$ cat src/shared/sldc_consts.svh
// offsets, field positions, reset values for the lane driver register bank
`ifndef SLDC_CONSTS_SVH
`define SLDC_CONSTS_SVH

// register indices; byte address is four times the index
`define SLDC_IDX_SWING6 14'h05C3
`define SLDC_IDX_DE_BASE 14'h05C4
`define SLDC_IDX_DE_LANE0 14'h05C4
`define SLDC_IDX_DE_LANE1 14'h05C5
`define SLDC_IDX_DE_LANE2 14'h05C6
`define SLDC_IDX_DE_LANE3 14'h05C7

// field positions
`define SLDC_SWING_HI 2
`define SLDC_SWING_LO 0
`define SLDC_DE_EN_BIT 7
`define SLDC_DE_LVL_HI 6
`define SLDC_DE_LVL_LO 4
`define SLDC_DE_RSV_HI 3
`define SLDC_DE_RSV_LO 0

// reset values
`define SLDC_SWING_RST 3'h1
`define SLDC_DE_RST 8'h00

// documented code limits
`define SLDC_SWING_MAX 3'h2
`define SLDC_LVL_MAX 3'h4

`endif

$ cat src/shared/sldc_pkg.sv
// types shared by the lane driver register bank
package sldc_pkg;

   typedef logic [2:0] sldc_swing_t;

   // post-tap setting of one lane, laid out as its register byte
   typedef struct packed {
      logic enable;
      logic [2:0] level;
      logic [3:0] rsvd;
   } sldc_deemph_s;

   typedef enum logic [2:0] {
      SLDC_SEL_NONE,
      SLDC_SEL_SWING6,
      SLDC_SEL_DE
   } sldc_sel_e;

endpackage : sldc_pkg

$ cat src/sldc_field_reg.sv
// one writable register field with a reset value and clock enable
module sldc_field_reg #(
   parameter int W = 8,
   parameter logic [W-1:0] RST = '0
) (
   input wire logic pclk,
   input wire logic presetn,
   input wire logic clk_en,
   input wire logic wen,
   input wire logic [W-1:0] wdata,
   output logic [W-1:0] q
);

   if (W < 1 || W > 32) begin : g_bad_w
      $error("sldc_field_reg: W out of range");
   end

   // any code is stored as written, undocumented ones included
   always_ff @(posedge pclk or negedge presetn) begin
      if (!presetn) begin
         q <= RST;
      end else if (clk_en && wen) begin
         q <= wdata;
      end
   end

endmodule : sldc_field_reg

$ cat src/sldc_regs.sv
// APB register bank for serial lane driver swing and de-emphasis
//
// Overview of operation
// - Lane 6 swing code sits in bits [2:0], resets to 001, and scales the supply swing.
// - Lane bytes hold post-tap level [6:4] (0..12 dB) and enable bit 7, both reset zero.
// - Index 0x05C4 drives lane 0, with read/write reserved bits [3:0] reset zero.
// - Indices 0x05C5 to 0x05C7 drive lanes 1 to 3 alike, all resetting to zero.
//
// Our own choice: register access over APB.
`include "sldc_consts.svh"

module sldc_regs #(
   parameter int ADDR_W = 16,
   parameter int NLANES = 4
) (
   input wire logic pclk,
   input wire logic presetn,
   input wire logic clk_en,
   input wire logic psel,
   input wire logic penable,
   input wire logic pwrite,
   input wire logic [ADDR_W-1:0] paddr,
   input wire logic [31:0] pwdata,
   output logic pready,
   output logic [31:0] prdata,
   output logic pslverr,
   output sldc_pkg::sldc_swing_t swing_lane6,
   output sldc_pkg::sldc_deemph_s [NLANES-1:0] deemph_lane
);
   import sldc_pkg::*;

   if (ADDR_W < 16 || ADDR_W > 32) begin : g_bad_addr_w
      $error("sldc_regs: ADDR_W must be 16 to 32");
   end
   if (NLANES != 4) begin : g_bad_nlanes
      $error("sldc_regs: only four de-emphasis lanes exist");
   end

   // index of a de-emphasis register for a lane
   function automatic logic [13:0] de_index(input int lane);
      de_index = `SLDC_IDX_DE_BASE + 14'(lane);
   endfunction : de_index

   logic pready_r;
   logic pslverr_r;
   logic [31:0] prdata_r;
   logic [31:0] prdata_nxt;

   // decode
   // shift keeps the upper-bit test legal when ADDR_W is 16
   wire logic aligned = (paddr[1:0] == 2'h0) && ((paddr >> 16) == '0);
   wire logic [13:0] reg_idx = paddr[15:2];
   wire logic hit_swing = aligned && (reg_idx == `SLDC_IDX_SWING6);
   wire logic [NLANES-1:0] hit_de;
   genvar g;
   generate
      for (g = 0; g < NLANES; g++) begin : g_hit
         assign hit_de[g] = aligned && (reg_idx == de_index(g));
      end
   endgenerate
   wire logic hit_any = hit_swing || (|hit_de);
   wire sldc_sel_e sel = hit_swing ? SLDC_SEL_SWING6 : ((|hit_de) ? SLDC_SEL_DE : SLDC_SEL_NONE);

   // access phase, first cycle: answer is prepared; second cycle: completes
   wire logic acc_first = psel && penable && !pready_r;
   wire logic acc_done = psel && penable && pready_r;
   wire logic wr_go = acc_done && pwrite && hit_any;

   // register storage
   logic [2:0] swing_q;
   logic [7:0] de_q [NLANES];

   sldc_field_reg #(
      .W(3),
      .RST(`SLDC_SWING_RST)
   ) u_swing6 (
      .pclk(pclk),
      .presetn(presetn),
      .clk_en(clk_en),
      .wen(wr_go && hit_swing),
      .wdata(pwdata[`SLDC_SWING_HI:`SLDC_SWING_LO]),
      .q(swing_q)
   );

   generate
      for (g = 0; g < NLANES; g++) begin : g_lane
         sldc_field_reg #(
            .W(8),
            .RST(`SLDC_DE_RST)
         ) u_de (
            .pclk(pclk),
            .presetn(presetn),
            .clk_en(clk_en),
            .wen(wr_go && hit_de[g]),
            .wdata(pwdata[7:0]),
            .q(de_q[g])
         );
         // enable bit 7, level [6:4], reserved [3:0]
         assign deemph_lane[g] = sldc_deemph_s'(de_q[g]);
      end
   endgenerate

   assign swing_lane6 = swing_q;

   // read mux: unused bits read zero
   logic [7:0] de_rd;
   always_comb begin
      de_rd = 8'h00;
      for (int i = 0; i < NLANES; i++) begin
         if (hit_de[i]) begin
            de_rd = de_q[i];
         end
      end
   end

   wire logic [31:0] rd_word =
      (sel == SLDC_SEL_SWING6) ? {29'h0000_0000, swing_q} :
      (sel == SLDC_SEL_DE) ? {24'h00_0000, de_rd} : 32'h0000_0000;

   assign prdata_nxt = (acc_first && !pwrite) ? rd_word : 32'h0000_0000;

   always_ff @(posedge pclk or negedge presetn) begin
      if (!presetn) begin
         pready_r <= 1'b0;
         pslverr_r <= 1'b0;
         prdata_r <= 32'h0000_0000;
      end else if (clk_en) begin
         pready_r <= acc_first;
         pslverr_r <= acc_first && !hit_any;
         prdata_r <= prdata_nxt;
      end
   end

   assign pready = pready_r;
   assign pslverr = pslverr_r;
   assign prdata = prdata_r;

   // checks
   a_swing_reset: assert property (@(posedge pclk)
      $rose(presetn) |-> swing_lane6 == `SLDC_SWING_RST)
      else $error("swing code not 001 after reset");

   a_de_reset: assert property (@(posedge pclk)
      $rose(presetn) |-> deemph_lane == '0)
      else $error("de-emphasis registers not zero after reset");

   a_swing_write: assert property (@(posedge pclk) disable iff (!presetn)
      (clk_en && wr_go && hit_swing) |=> swing_lane6 == $past(pwdata[2:0]))
      else $error("swing write not stored");

   a_lane0_write: assert property (@(posedge pclk) disable iff (!presetn)
      (clk_en && wr_go && paddr == {`SLDC_IDX_DE_LANE0, 2'h0})
      |=> deemph_lane[0] == $past(pwdata[7:0]))
      else $error("lane 0 write not stored");

   a_lane3_fields: assert property (@(posedge pclk) disable iff (!presetn)
      (clk_en && wr_go && paddr == {`SLDC_IDX_DE_LANE3, 2'h0})
      |=> deemph_lane[3].enable == $past(pwdata[7])
          && deemph_lane[3].level == $past(pwdata[6:4]))
      else $error("lane 3 enable or level wrong");

   a_other_lanes: assert property (@(posedge pclk) disable iff (!presetn)
      (clk_en && wr_go && paddr == {`SLDC_IDX_DE_LANE1, 2'h0})
      |=> deemph_lane[1] == $past(pwdata[7:0]) && $stable(deemph_lane[2])
          && $stable(deemph_lane[3]) && $stable(deemph_lane[0]))
      else $error("lane 1 write disturbed another lane");

   a_hold_stable: assert property (@(posedge pclk) disable iff (!presetn)
      !(clk_en && wr_go) |=> $stable(deemph_lane) && $stable(swing_lane6))
      else $error("register changed without a write");

   a_read_back: assert property (@(posedge pclk) disable iff (!presetn)
      (clk_en && acc_first && !pwrite && hit_de[2])
      |=> pready && prdata == {24'h00_0000, $past(de_q[2])})
      else $error("lane 2 read back wrong");

   a_ready_pulse: assert property (@(posedge pclk) disable iff (!presetn)
      (clk_en && pready) |=> !pready)
      else $error("pready held more than one cycle");

   a_unmapped_err: assert property (@(posedge pclk) disable iff (!presetn)
      (clk_en && acc_first && !hit_any) |=> pslverr && prdata == 32'h0000_0000)
      else $error("unmapped access not flagged");

endmodule : sldc_regs

$ cat config.mk
export PLATFORM = sky130hd
export DESIGN_NAME = sldc_regs
export DESIGN_NICKNAME = d
export VERILOG_FILES = /design/src/shared/sldc_pkg.sv /design/src/sldc_field_reg.sv /design/src/sldc_regs.sv
export VERILOG_INCLUDE_DIRS = /design/src /design/src/shared
export SDC_FILE = /design/constraint.sdc
export NUM_CORES = 1
export LEC_CHECK = 0
export ABC_CLOCK_PERIOD_IN_PS = 1600
export BUFFER_PORTS_ARGS = -buffer_cell sky130_fd_sc_hd__buf_2
export CORE_MARGIN = 4
export CORE_UTILIZATION = 30
export DETAILED_ROUTE_END_ITERATION = 8
export PLACE_DENSITY = 0.66
export SKIP_CTS_REPAIR_TIMING = 1
export SYNTH_ARGS = -nofsm -noshare
export SYNTH_HDL_FRONTEND = slang
export SYNTH_SLANG_ARGS = --single-unit
$ cat constraint.sdc
create_clock -name pclk -period 1.6 [get_ports pclk]
set_input_delay 0.24 -clock pclk [delete_from_list [all_inputs] [get_ports pclk]]
set_output_delay 0.24 -clock pclk [all_outputs]
set_load 0.02 [all_outputs]
-- Word-level counts from Yosys, hierarchy flattened
Index checks and enable logic that the tools add are counted.
W data, S select, Z words.
- multiplexer cells: 9
- equal/unequal tests: 7
- reductions and logical operators: 28
- operator list (operator ; count):
    $eq A14 B11 Y1 const B ; 5
    $mux W8 ; 7
    $logic_and A1 B1 Y1 ; 22
    $mux W2 ; 2
    $reduce_or A4 Y1 ; 1
    $logic_not A1 Y1 ; 3
    $eq A2 B1 Y1 const B ; 1
    $eq A2 B2 Y1 const B ; 1
    $logic_not A2 Y1 ; 1
    $logic_or A1 B1 Y1 ; 1
- bits in registers: 69
- word-level logic and storage cells: 52
- input bits: 54
- output and inout port bits: 69

-- Logic depth before layout (Yosys ltp)
Gate-level depths: netlist of the first run.
- word-level depth: 9
- mapped depth: 5
- mapped depth without buffers: 4

-- Modules after synthesis
A second synthesis of the first run with hierarchy kept.
- cells, all modules: 173
- area, all modules: 2317.2 µm²
- modules (own cells, without submodules) (module ; instances ; area each (µm²) ; sequential area each (µm²) ; cells each):
    sldc_field_reg at g_lane[0].u_de ... ; 4 ; 296.5 ; 200.2 ; 17
    sldc_regs ; 1 ; 1003.5 ; 250.2 ; 98
    sldc_field_reg at u_swing6 ; 1 ; 127.6 ; 76.3 ; 7

-- Worst setup path after synthesis of the first run
Ideal clock, no wire load.
- path kind: register to register
- from: reg pready_r (netlist: pready)
- to: reg u_swing6.q[1]
- period minus slack after synthesis: 1.913 ns
- data arrival time: 1.788 ns
- buffers on the path: 0
- path slack: -0.313 ns
- required time: 1.475 ns
- stages on the path, launching flop included: 5
- library setup time: 0.125 ns
- path through: dfrtp_1 and4_2 nand4_4 nor4_1 mux2_2
- longest elaborated chain between the ends: 5
- RTL lines (what ; RTL line ; RTL):
    start, declared ; sldc_regs.sv:44 ; logic pready_r;
    start signal, assigned ; sldc_regs.sv:128 ; pready_r <= acc_first;
    $logic_and A1 B1 Y1 ; sldc_regs.sv:66 ; wire logic acc_done = psel && penable && pready_r;
    $logic_and A1 B1 Y1 (2 in a row) ; sldc_regs.sv:67 ; wire logic wr_go = acc_done && pwrite && hit_any;
    $logic_and A1 B1 Y1 ; sldc_regs.sv:80 ; .wen(wr_go && hit_swing),
    $logic_and A1 B1 Y1 ; sldc_field_reg.sv:22 ; end else if (clk_en && wen) begin
    end signal, assigned ; sldc_field_reg.sv:23 ; q <= wdata;
    end, declared ; sldc_field_reg.sv:11 ; output logic [W-1:0] q
Every way passes these cells.
A chain may end at the register's enable or synchronous reset.

-- Worst setup path in the final report of the first run
- from: reg pready_r (netlist: pready)
- to: reg g_lane[2].u_de.q[3]
- longest elaborated chain between the ends: 5
- RTL lines (what ; RTL line ; RTL):
    $logic_and A1 B1 Y1 ; sldc_regs.sv:66 ;
    $logic_and A1 B1 Y1 (2 in a row) ; sldc_regs.sv:67 ;
    $logic_and A1 B1 Y1 ; sldc_regs.sv:94 ; .wen(wr_go && hit_de[g]),
    $logic_and A1 B1 Y1 ; sldc_field_reg.sv:22 ;
    end signal, assigned ; sldc_field_reg.sv:23 ;
    end, declared ; sldc_field_reg.sv:11 ;
Every way passes these cells.

==> results_dict.tcl, run 1 <==
set metrics [dict create \
    synth_seq_cells 45 \
    synthMuxAreaShare 0.248 \
    crit_path_max_incr_delay_ns 0.36 \
    worstReg2RegStart "pready" \
    syn_inst 171 \
    hold_path_class "in2reg" \
    fin_area_um2 3110 \
    wl_per_cell_um 16.1 \
    finClkSkew_ns 0.00674 \
    top_usage_layer "met2" \
    layout_common_cells "buf_2 (74), dfrtp_1 (43), mux2_4 (34)" \
    place.gp.congestion 0.815 \
    rrSetupSlack_ns -0.07 \
    fin_ws_ns -0.0703 \
    cp_num_cells 5 \
    drt-pass1-iter-count 4 \
    nNetsFinal 323 \
    critPathLaunchType "flop" \
    ys_seq_area_frac 0.488 \
    ios 123 \
    dp_hpwl_mm 4.77 \
    groute.usage.overall 0.130 \
    crit_family "simple AND/OR/NAND/NOR gates" \
    maxCapViolCount 0 \
    hold_viol_final 0 \
    overflow 0 \
    vias 1644 \
    placementRows 31 \
    use_met3 0.0297 \
    drv_slew 0 \
    fin_util 0.422 \
    clockBufferDepth 2 \
    r2r_end "g_lane[2].u_de.q[3]" \
    status "finished, violations left" \
    path_clk_slew_ns 0.08 \
    use_met1 0.157 \
    totalWireLength_mm 5.95 \
    cpMaxStageDelayCell "dfrtp_2" \
    io_buffers 74 \
    critPathKind "reg2reg" \
    finalCriticalPeriod_ns 1.67 \
    pre_cts_slack_ns -0.313 \
    antenna_found_initial 0 \
    rsz0062_at_grt "true" \
    p_per_area_nw_per_um2 649 \
    crit_path_end_kind "flop" \
    synth_cell_type_count 30 \
    path_cells "and4_4 -> nand4_4 -> nor4b_4 -> buf_4 -> mux2_4" \
    cts_inserted_buffers 5 \
    synth_xor_area_frac 0 \
    die_x_um 95.8 \
    multi_input_area_um2 1150 \
    vdd_drop_max_mv 0.493 \
    n_antenna_cell 0 \
    regArea_um2 1130 \
    grt_pass1_wl_mm 8.96 \
    dieArea_um2 9180 \
    areaGrowthSynthToFinish_pct 34.6 \
    failed_checks "setup timing" \
    fmax_mhz 599 \
    p_total_w 0.00202 \
    postPlaceCellArea_um2 2920 \
    die_h_um 95.8 \
    cp.arrival_ns 1.85 \
    cts-root-buf "clkbuf_8" \
    whs_ns 0.227 \
    final_common_cell "buf_2" \
    crit_end "g_lane[2].u_de.q[3]" \
    grt_max_degree 22 \
    ant_nets 0 \
    numClockSinks 45 \
    cp-startpoint "pready" \
    syn_area_per_cell_um2 13.5 \
    fp.coreArea_um2 7370 \
    finalCritPeriodShare 1.04 \
    start_util 0.314 \
    drt_iter0_markers 63 \
    grtUsageMet2 0.229 \
    fillers 700 \
    drcViolationCount 0 \
    viasPerCell 4.46 \
    leakage_nw 1.60 \
    synth_top_family_by_area "multiplexers" \
    htreeDepth 2 \
    synth_compound_area_frac 0.0303 \
    cts_tree "yes" \
    netlist_area_um2 2310 \
    cp.required_ns 1.78 \
    setup_violations 19 \
    yosys_warnings 0 \
    crit_fanout 5 \
    synthSimpleGateAreaFrac 0.114 \
    grt_pass1_vias 1707 \
    synthAdderAreaFrac 0 \
    final_layout_size_suffix_gt1_frac 0.585 \
    clk_latency_ns 0.29 \
    rr_worst_depth 5 \
    path_buf_inv 1 \
]
-- routing by layer --
metal,vias to the layer above,part of all wire
li1,760,-
met1,809,0.41
met2,67,0.51
met3,8,0.057
met4,0,0.016
met5,-,0
-- flip-flops by register name, indices dropped and copies added, names as in the netlist --
signal and flops:
pslverr 1, pready 1, u_swing6.q 3, g_lane.u_de.q 32, prdata 8
-- worst register-to-register path, delay by kind of cell, from the launching register on --
family | cells | cell delay, ns
buffers and inverters | 1 | 0.19
DFF | 1 | 0.36
and+or+nand+nor | 3 | 0.72
muxes | 1 | 0.30
-- power breakdown --
part	switching, W	internal [W]
clock	0.000353	0.000310
combinational	0.000145	0.0000683
sequential	0.00000207	0.00114
total	0.000500	0.00152
-- worst min-delay path by stage --
stage / startpoint / endpoint / depth (start not counted) / slack [ns]
after floorplan: presetn / g_lane[0].u_de.q[0] / 0 / -0.06
after global placement: presetn / g_lane[1].u_de.q[7] / 1 / 0.22
after detailed placement: presetn / g_lane[1].u_de.q[7] / 1 / 0.22
after CTS: presetn / g_lane[1].u_de.q[7] / 1 / -0.11
after global routing: pwdata[4] / g_lane[3].u_de.q[4] / 2 / 0.22
final: pwdata[4] / g_lane[3].u_de.q[4] / 2 / 0.23
-- kinds of logic (layout without fill, tap and decap cells) --
family          after synthesis  in the layout
mux                          43             43
compound gates               11             11
buf+inv                      44            120
flops                        45             45
other cells                   1             24
simple gates                 27             27
-- metrics by stage --
stage | TNS, ns | cells
2_1_floorplan | -6.94 | 194
3_3_place_gp | -8.77 | 360
3_5_place_dp | -9.04 | 360
4_1_cts | -3.81 | 368
5_1_grt | -2.90 | 369
6_report | -0.630 | 369
-- cell usage after synthesis --
cell / instances / area share
dfrtp_1: 44 / 0.48
mux2_2: 35 / 0.17
buf_4: 24 / 0.078
inv_1: 16 / 0.026
mux4_2: 8 / 0.078
o22ai_1: 6 / 0.016
nand2_1: 3 / 0.0049
nand2b_1: 3 / 0.0081
nand4_1: 3 / 0.0081
nor2_1: 3 / 0.0049
o211ai_1: 3 / 0.0097
and4_2: 2 / 0.0087
and4bb_2: 2 / 0.011
clkbuf_1: 2 / 0.0032
nor4_4: 2 / 0.018
a21oi_1: 1 / 0.0022
buf_6: 1 / 0.0049
clkbuf_8: 1 / 0.0060
conb_1: 1 / 0.0016
dfstp_2: 1 / 0.011
nand3_4: 1 / 0.0076
nand4_4: 1 / 0.0092
nand4b_1: 1 / 0.0038
nor3_1: 1 / 0.0022
nor3_2: 1 / 0.0043
nor3_4: 1 / 0.0070
nor4_1: 1 / 0.0027
nor4b_4: 1 / 0.010
o21ai_0: 1 / 0.0022
or4_1: 1 / 0.0032
-- cell type report --
class,count,share of cell area
inverters,16,0.0193
well taps,99,0.0398
clock buffers,8,0.0257
repair buffers,96,0.184
multi-input cells,105,0.368
flip-flops and latches,45,0.363
(Power assumes the default switching activity.)
==> inputs of run 2 (changes only) <==
- CORE_UTILIZATION: 30 -> 41
- PLACE_DENSITY: 0.66 -> 0.84
==> results_dict.tcl, run 2 (same netlist as run 1, synthesis figures left out) <==
set metrics [dict create \
    status "finished, violations left" \
    failed_checks "setup timing" \
    placementRows 27 \
    grt_pass1_wl_mm 9.07 \
    crit_path_max_incr_delay_ns 0.37 \
    drt-pass1-iter-count 4 \
    vdd_drop_max_mv 0.532 \
    dp_hpwl_mm 4.42 \
    setup_violations 23 \
    die_h_um 83.1 \
    fmax_mhz 581 \
    io_buffers 74 \
    rsz0062_at_grt "true" \
    drcViolationCount 0 \
    cpMaxStageDelayCell "dfrtp_2" \
    finalCritPeriodShare 1.07 \
    maxCapViolCount 0 \
    pre_cts_slack_ns -0.299 \
    maxSlewHeadroom 0.646 \
    cts_inserted_buffers 5 \
    n_antenna_cell 0 \
    largest_reg_flops 32 \
    whs_ns 0.218 \
    regMostFlops "g_lane.u_de.q" \
    layout_common_cells "buf_2 (74), dfrtp_1 (43), mux2_4 (33)" \
    grtUsageMet2 0.285 \
    leakage_nw 1.62 \
    postPlaceCellArea_um2 2880 \
    nNetsFinal 323 \
    fin_area_um2 3120 \
    drv_slew 0 \
    p_per_area_nw_per_um2 720 \
    grt_max_degree 26 \
    use_met1 0.196 \
    fin_ws_ns -0.120 \
    critPathKind "reg2reg" \
    p_total_w 0.00225 \
    drt_iter0_markers 78 \
    critPathLaunchType "flop" \
    finClkSkew_ns 0.00952 \
    place.gp.congestion 0.884 \
    fp.coreArea_um2 5470 \
    wl_per_cell_um 16.9 \
    die_x_um 83.1 \
    overflow 0 \
    path_cells "and4_4 -> nand4_4 -> buf_6 -> nor4_4 -> buf_4 -> mux2_4" \
    vias 1698 \
    cp.required_ns 1.84 \
    finalCriticalPeriod_ns 1.72 \
    final_common_cell "buf_2" \
    cts-root-buf "clkbuf_8" \
    cts_tree "yes" \
    antenna_found_initial 0 \
    grt_pass1_vias 1767 \
    viasPerCell 4.96 \
    fillers 448 \
    cp.arrival_ns 1.96 \
    groute.usage.overall 0.163 \
    hold_viol_final 0 \
    crit_fanout 5 \
    areaGrowthSynthToFinish_pct 34.9 \
    numClockSinks 45 \
    start_util 0.422 \
    dieArea_um2 6900 \
    top_usage_layer "met2" \
    path_clk_slew_ns 0.09 \
    clockBufferDepth 2 \
    ant_nets 0 \
    worst_pin_slew_ns 0.531 \
    final_layout_size_suffix_gt1_frac 0.593 \
    crit_path_end_kind "flop" \
    ios 123 \
    totalWireLength_mm 5.78 \
    htreeDepth 2 \
    clk_latency_ns 0.30 \
    use_met3 0.0317 \
    hold_path_class "in2reg" \
]
==> run 2: cell count changes in the layout (fill, tap and decap cells not counted) <==
cell	change
mux2_2	+1
buf_12	+1
mux2_4	-1
clkbuf_8	+1
clkbuf_1	-2
buf_6	-1
bufinv_16	+1
==> run 2: critical path: cells and delay by family, from the launching register on <==
kind | cells | cell delay, ns
and+or+nand+nor | 3 | 0.65
muxes | 1 | 0.28
buffers and inverters | 2 | 0.35
DFF | 1 | 0.37
==> run 2: per-layer routing <==
layer,up-vias,share of wire
li1,756,-
met2,70,0.51
met1,861,0.41
met4,0,0.024
met3,11,0.060
met5,-,0
==> run 2: metrics by stage <==
stage	setup TNS, ns	cells	util
final	-1.25	342	0.570
after detailed placement	-9.37	330	0.526
after global routing	-3.07	342	0.570
after global placement	-8.06	330	0.526
after floorplan	-6.94	194	-
after CTS	-4.36	338	0.547
==> run 2: area by class of cell <==
| class | count | area [um^2] | area share |
|---|---|---|---|
| clock buffer | 7 | 86.3 | 0.0277 |
| inverter | 16 | 60.1 | 0.0193 |
| timing repair buffer | 96 | 582 | 0.187 |
| clock inverter | 1 | 30.0 | 0.00963 |
| sequential | 45 | 1130 | 0.362 |
| tap | 72 | 90.1 | 0.0289 |
| multi-input combinational | 105 | 1140 | 0.366 |
==> run 2: path summary, 6_finish.rpt <==
check                                from                  end  slack (ns)  cells past startpoint
worst max-delay path               pready        u_swing6.q[0]       -0.12                      6
worst min-delay path            pwdata[6]  g_lane[2].u_de.q[6]        0.22                      2
worst max register to register     pready        u_swing6.q[0]       -0.12                      6
worst min register to register  prdata[1]            prdata[1]        0.51                      2
max in group asynchronous         presetn  g_lane[2].u_de.q[7]        0.64                      3
min in group asynchronous         presetn  g_lane[2].u_de.q[0]        0.44                      2
==> run 2: where the power goes <==
group / internal, W / switching (W) / leakage, nW
combinational: 0.0000684 / 0.000143 / 0.943
clock: 0.000509 / 0.000382 / 0.0585
sequential: 0.00114 / 0.00000255 / 0.622
==> inputs of run 3 (changes only) <==
- CORE_UTILIZATION: 41 -> 28
- PLACE_DENSITY: 0.84 -> 0.63
==> results_dict.tcl, run 3 (same netlist as run 1, synthesis figures left out) <==
set metrics [dict create \
    status "finished, violations left" \
    failed_checks "setup timing" \
    groute.usage.overall 0.118 \
    top_layer "met4" \
    dr_wl_met2_mm 2.79 \
    leakage_nw 1.64 \
    cts-root-buf "clkbuf_8" \
    r2r_end "u_swing6.q[0]" \
    drt_iter0_markers 51 \
    htreeDepth 2 \
    vdd_drop_max_mv 0.337 \
    layout_common_cells "buf_2 (74), dfrtp_1 (43), mux2_4 (33)" \
    rrSetupSlack_ns -0.12 \
    finalCritPeriodShare 1.07 \
    clk_latency_ns 0.30 \
    regMostFlops "g_lane.u_de.q" \
    ant_nets 0 \
    areaGrowthSynthToFinish_pct 37.2 \
    pre_cts_slack_ns -0.278 \
    drt-pass1-iter-count 4 \
    n_antenna_cell 0 \
    grt_max_degree 22 \
    worstHoldEndpoint "g_lane[3].u_de.q[7]" \
    drv_slew 0 \
    ios 123 \
    maxCapViolCount 0 \
    crit_path_end_kind "flop" \
    fin_ws_ns -0.119 \
    cts_inserted_buffers 5 \
    antenna_found_initial 0 \
    pwr-share-clk 0.427 \
    die_x_um 98.9 \
    io_buffers 74 \
    die_h_um 98.9 \
    met1_length_mm 2.61 \
    path_clk_slew_ns 0.08 \
    cp.required_ns 1.83 \
    internal_power_w 0.00183 \
    p_seq_frac 0.485 \
    p_per_area_nw_per_um2 744 \
    critPathKind "reg2reg" \
    fp.coreArea_um2 7890 \
    nNetsFinal 326 \
    place.gp.congestion 0.776 \
    critPathLaunchType "flop" \
    overflow 0 \
    placementRows 32 \
    totalWireLength_mm 5.85 \
    cts_tree "yes" \
    clockBufferDepth 2 \
    pwr-share-comb 0.089 \
    start_util 0.293 \
    hold_path_class "in2reg" \
    viasPerCell 4.45 \
    final_layout_size_suffix_gt1_frac 0.597 \
    hold_viol_final 0 \
    switchingPower_w 0.000532 \
    setup_violations 35 \
    final_common_cell "buf_2" \
    hold_depth 2 \
    finalCriticalPeriod_ns 1.72 \
    finClkSkew_ns 0.00555 \
    met3_length_um 399 \
    dieArea_um2 9780 \
    numClockSinks 45 \
    whs_ns 0.223 \
    grt_pass1_vias 1697 \
    min-delay-start "pwdata[7]" \
    drcViolationCount 0 \
    wl_per_cell_um 15.6 \
    vias 1669 \
    fmax_mhz 582 \
    grt_pass1_wl_mm 9.18 \
    largest_reg_flops 32 \
    rr_worst_depth 5 \
    crit_fanout 5 \
    swShare 0.225 \
    worstReg2RegStart "pready" \
    cp.arrival_ns 1.95 \
    dp_hpwl_mm 4.64 \
    rsz0062_at_grt "true" \
]
run 3: worst max-delay path by stage:
stage | slack, ns | cells past startpoint | endpoint | from
detailed placement | -0.28 | 6 | g_lane[2].u_de.q[7] | paddr[13]
global placement | -0.28 | 6 | g_lane[2].u_de.q[3] | paddr[13]
global route | -0.20 | 5 | u_swing6.q[0] | pready
CTS | -0.20 | 5 | g_lane[2].u_de.q[6] | pready
floorplan | -0.24 | 4 | g_lane[2].u_de.q[0] | pready
finish | -0.12 | 5 | u_swing6.q[0] | pready
run 3: layer usage:
metal | global-route usage | vias up
li1 | - | 764
met1 | 0.160 | 842
met4 | 0.0284 | 0
met5 | 0 | -
met3 | 0.0311 | 5
met2 | 0.190 | 58
run 3: cell type report:
cell class,count,area [um^2]
well taps,102,128
clock inverters,3,65.1
multi-input cells,105,1140
clock buffers,5,68.8
inverters,16,60.1
repair buffers,99,583
flip-flops and latches,45,1130
fillers,754,4720
run 3: power by group through the flow:
stage          Sequential (W)  Clock, W  Combinational (W)
5_1_grt               0.00114   0.00107           0.000230
6_report              0.00114   0.00101           0.000209
3_5_place_dp          0.00117         0           0.000207
3_3_place_gp          0.00117         0           0.000206
2_1_floorplan         0.00117         0           0.000140
4_1_cts               0.00114   0.00103           0.000208
run 3: stage by stage:
step	util	std cells	power, W	area, um^2	TNS (ns)
final	0.402	375	0.00236	3170	-2.78
after global routing	0.402	375	0.00244	3170	-5.36
after CTS	0.388	373	0.00238	3060	-5.56
after detailed placement	0.371	365	0.00137	2930	-9.60
after global placement	0.371	365	0.00137	2930	-9.04
after floorplan	-	194	0.00131	2470	-6.94
run 3: critical path, cell delays in order, from the launching register on:
cell	delay, ns
dfrtp_2	0.40
and4_4	0.22
nand4_4	0.18
nor4_4	0.39
buf_4	0.17
mux2_4	0.28
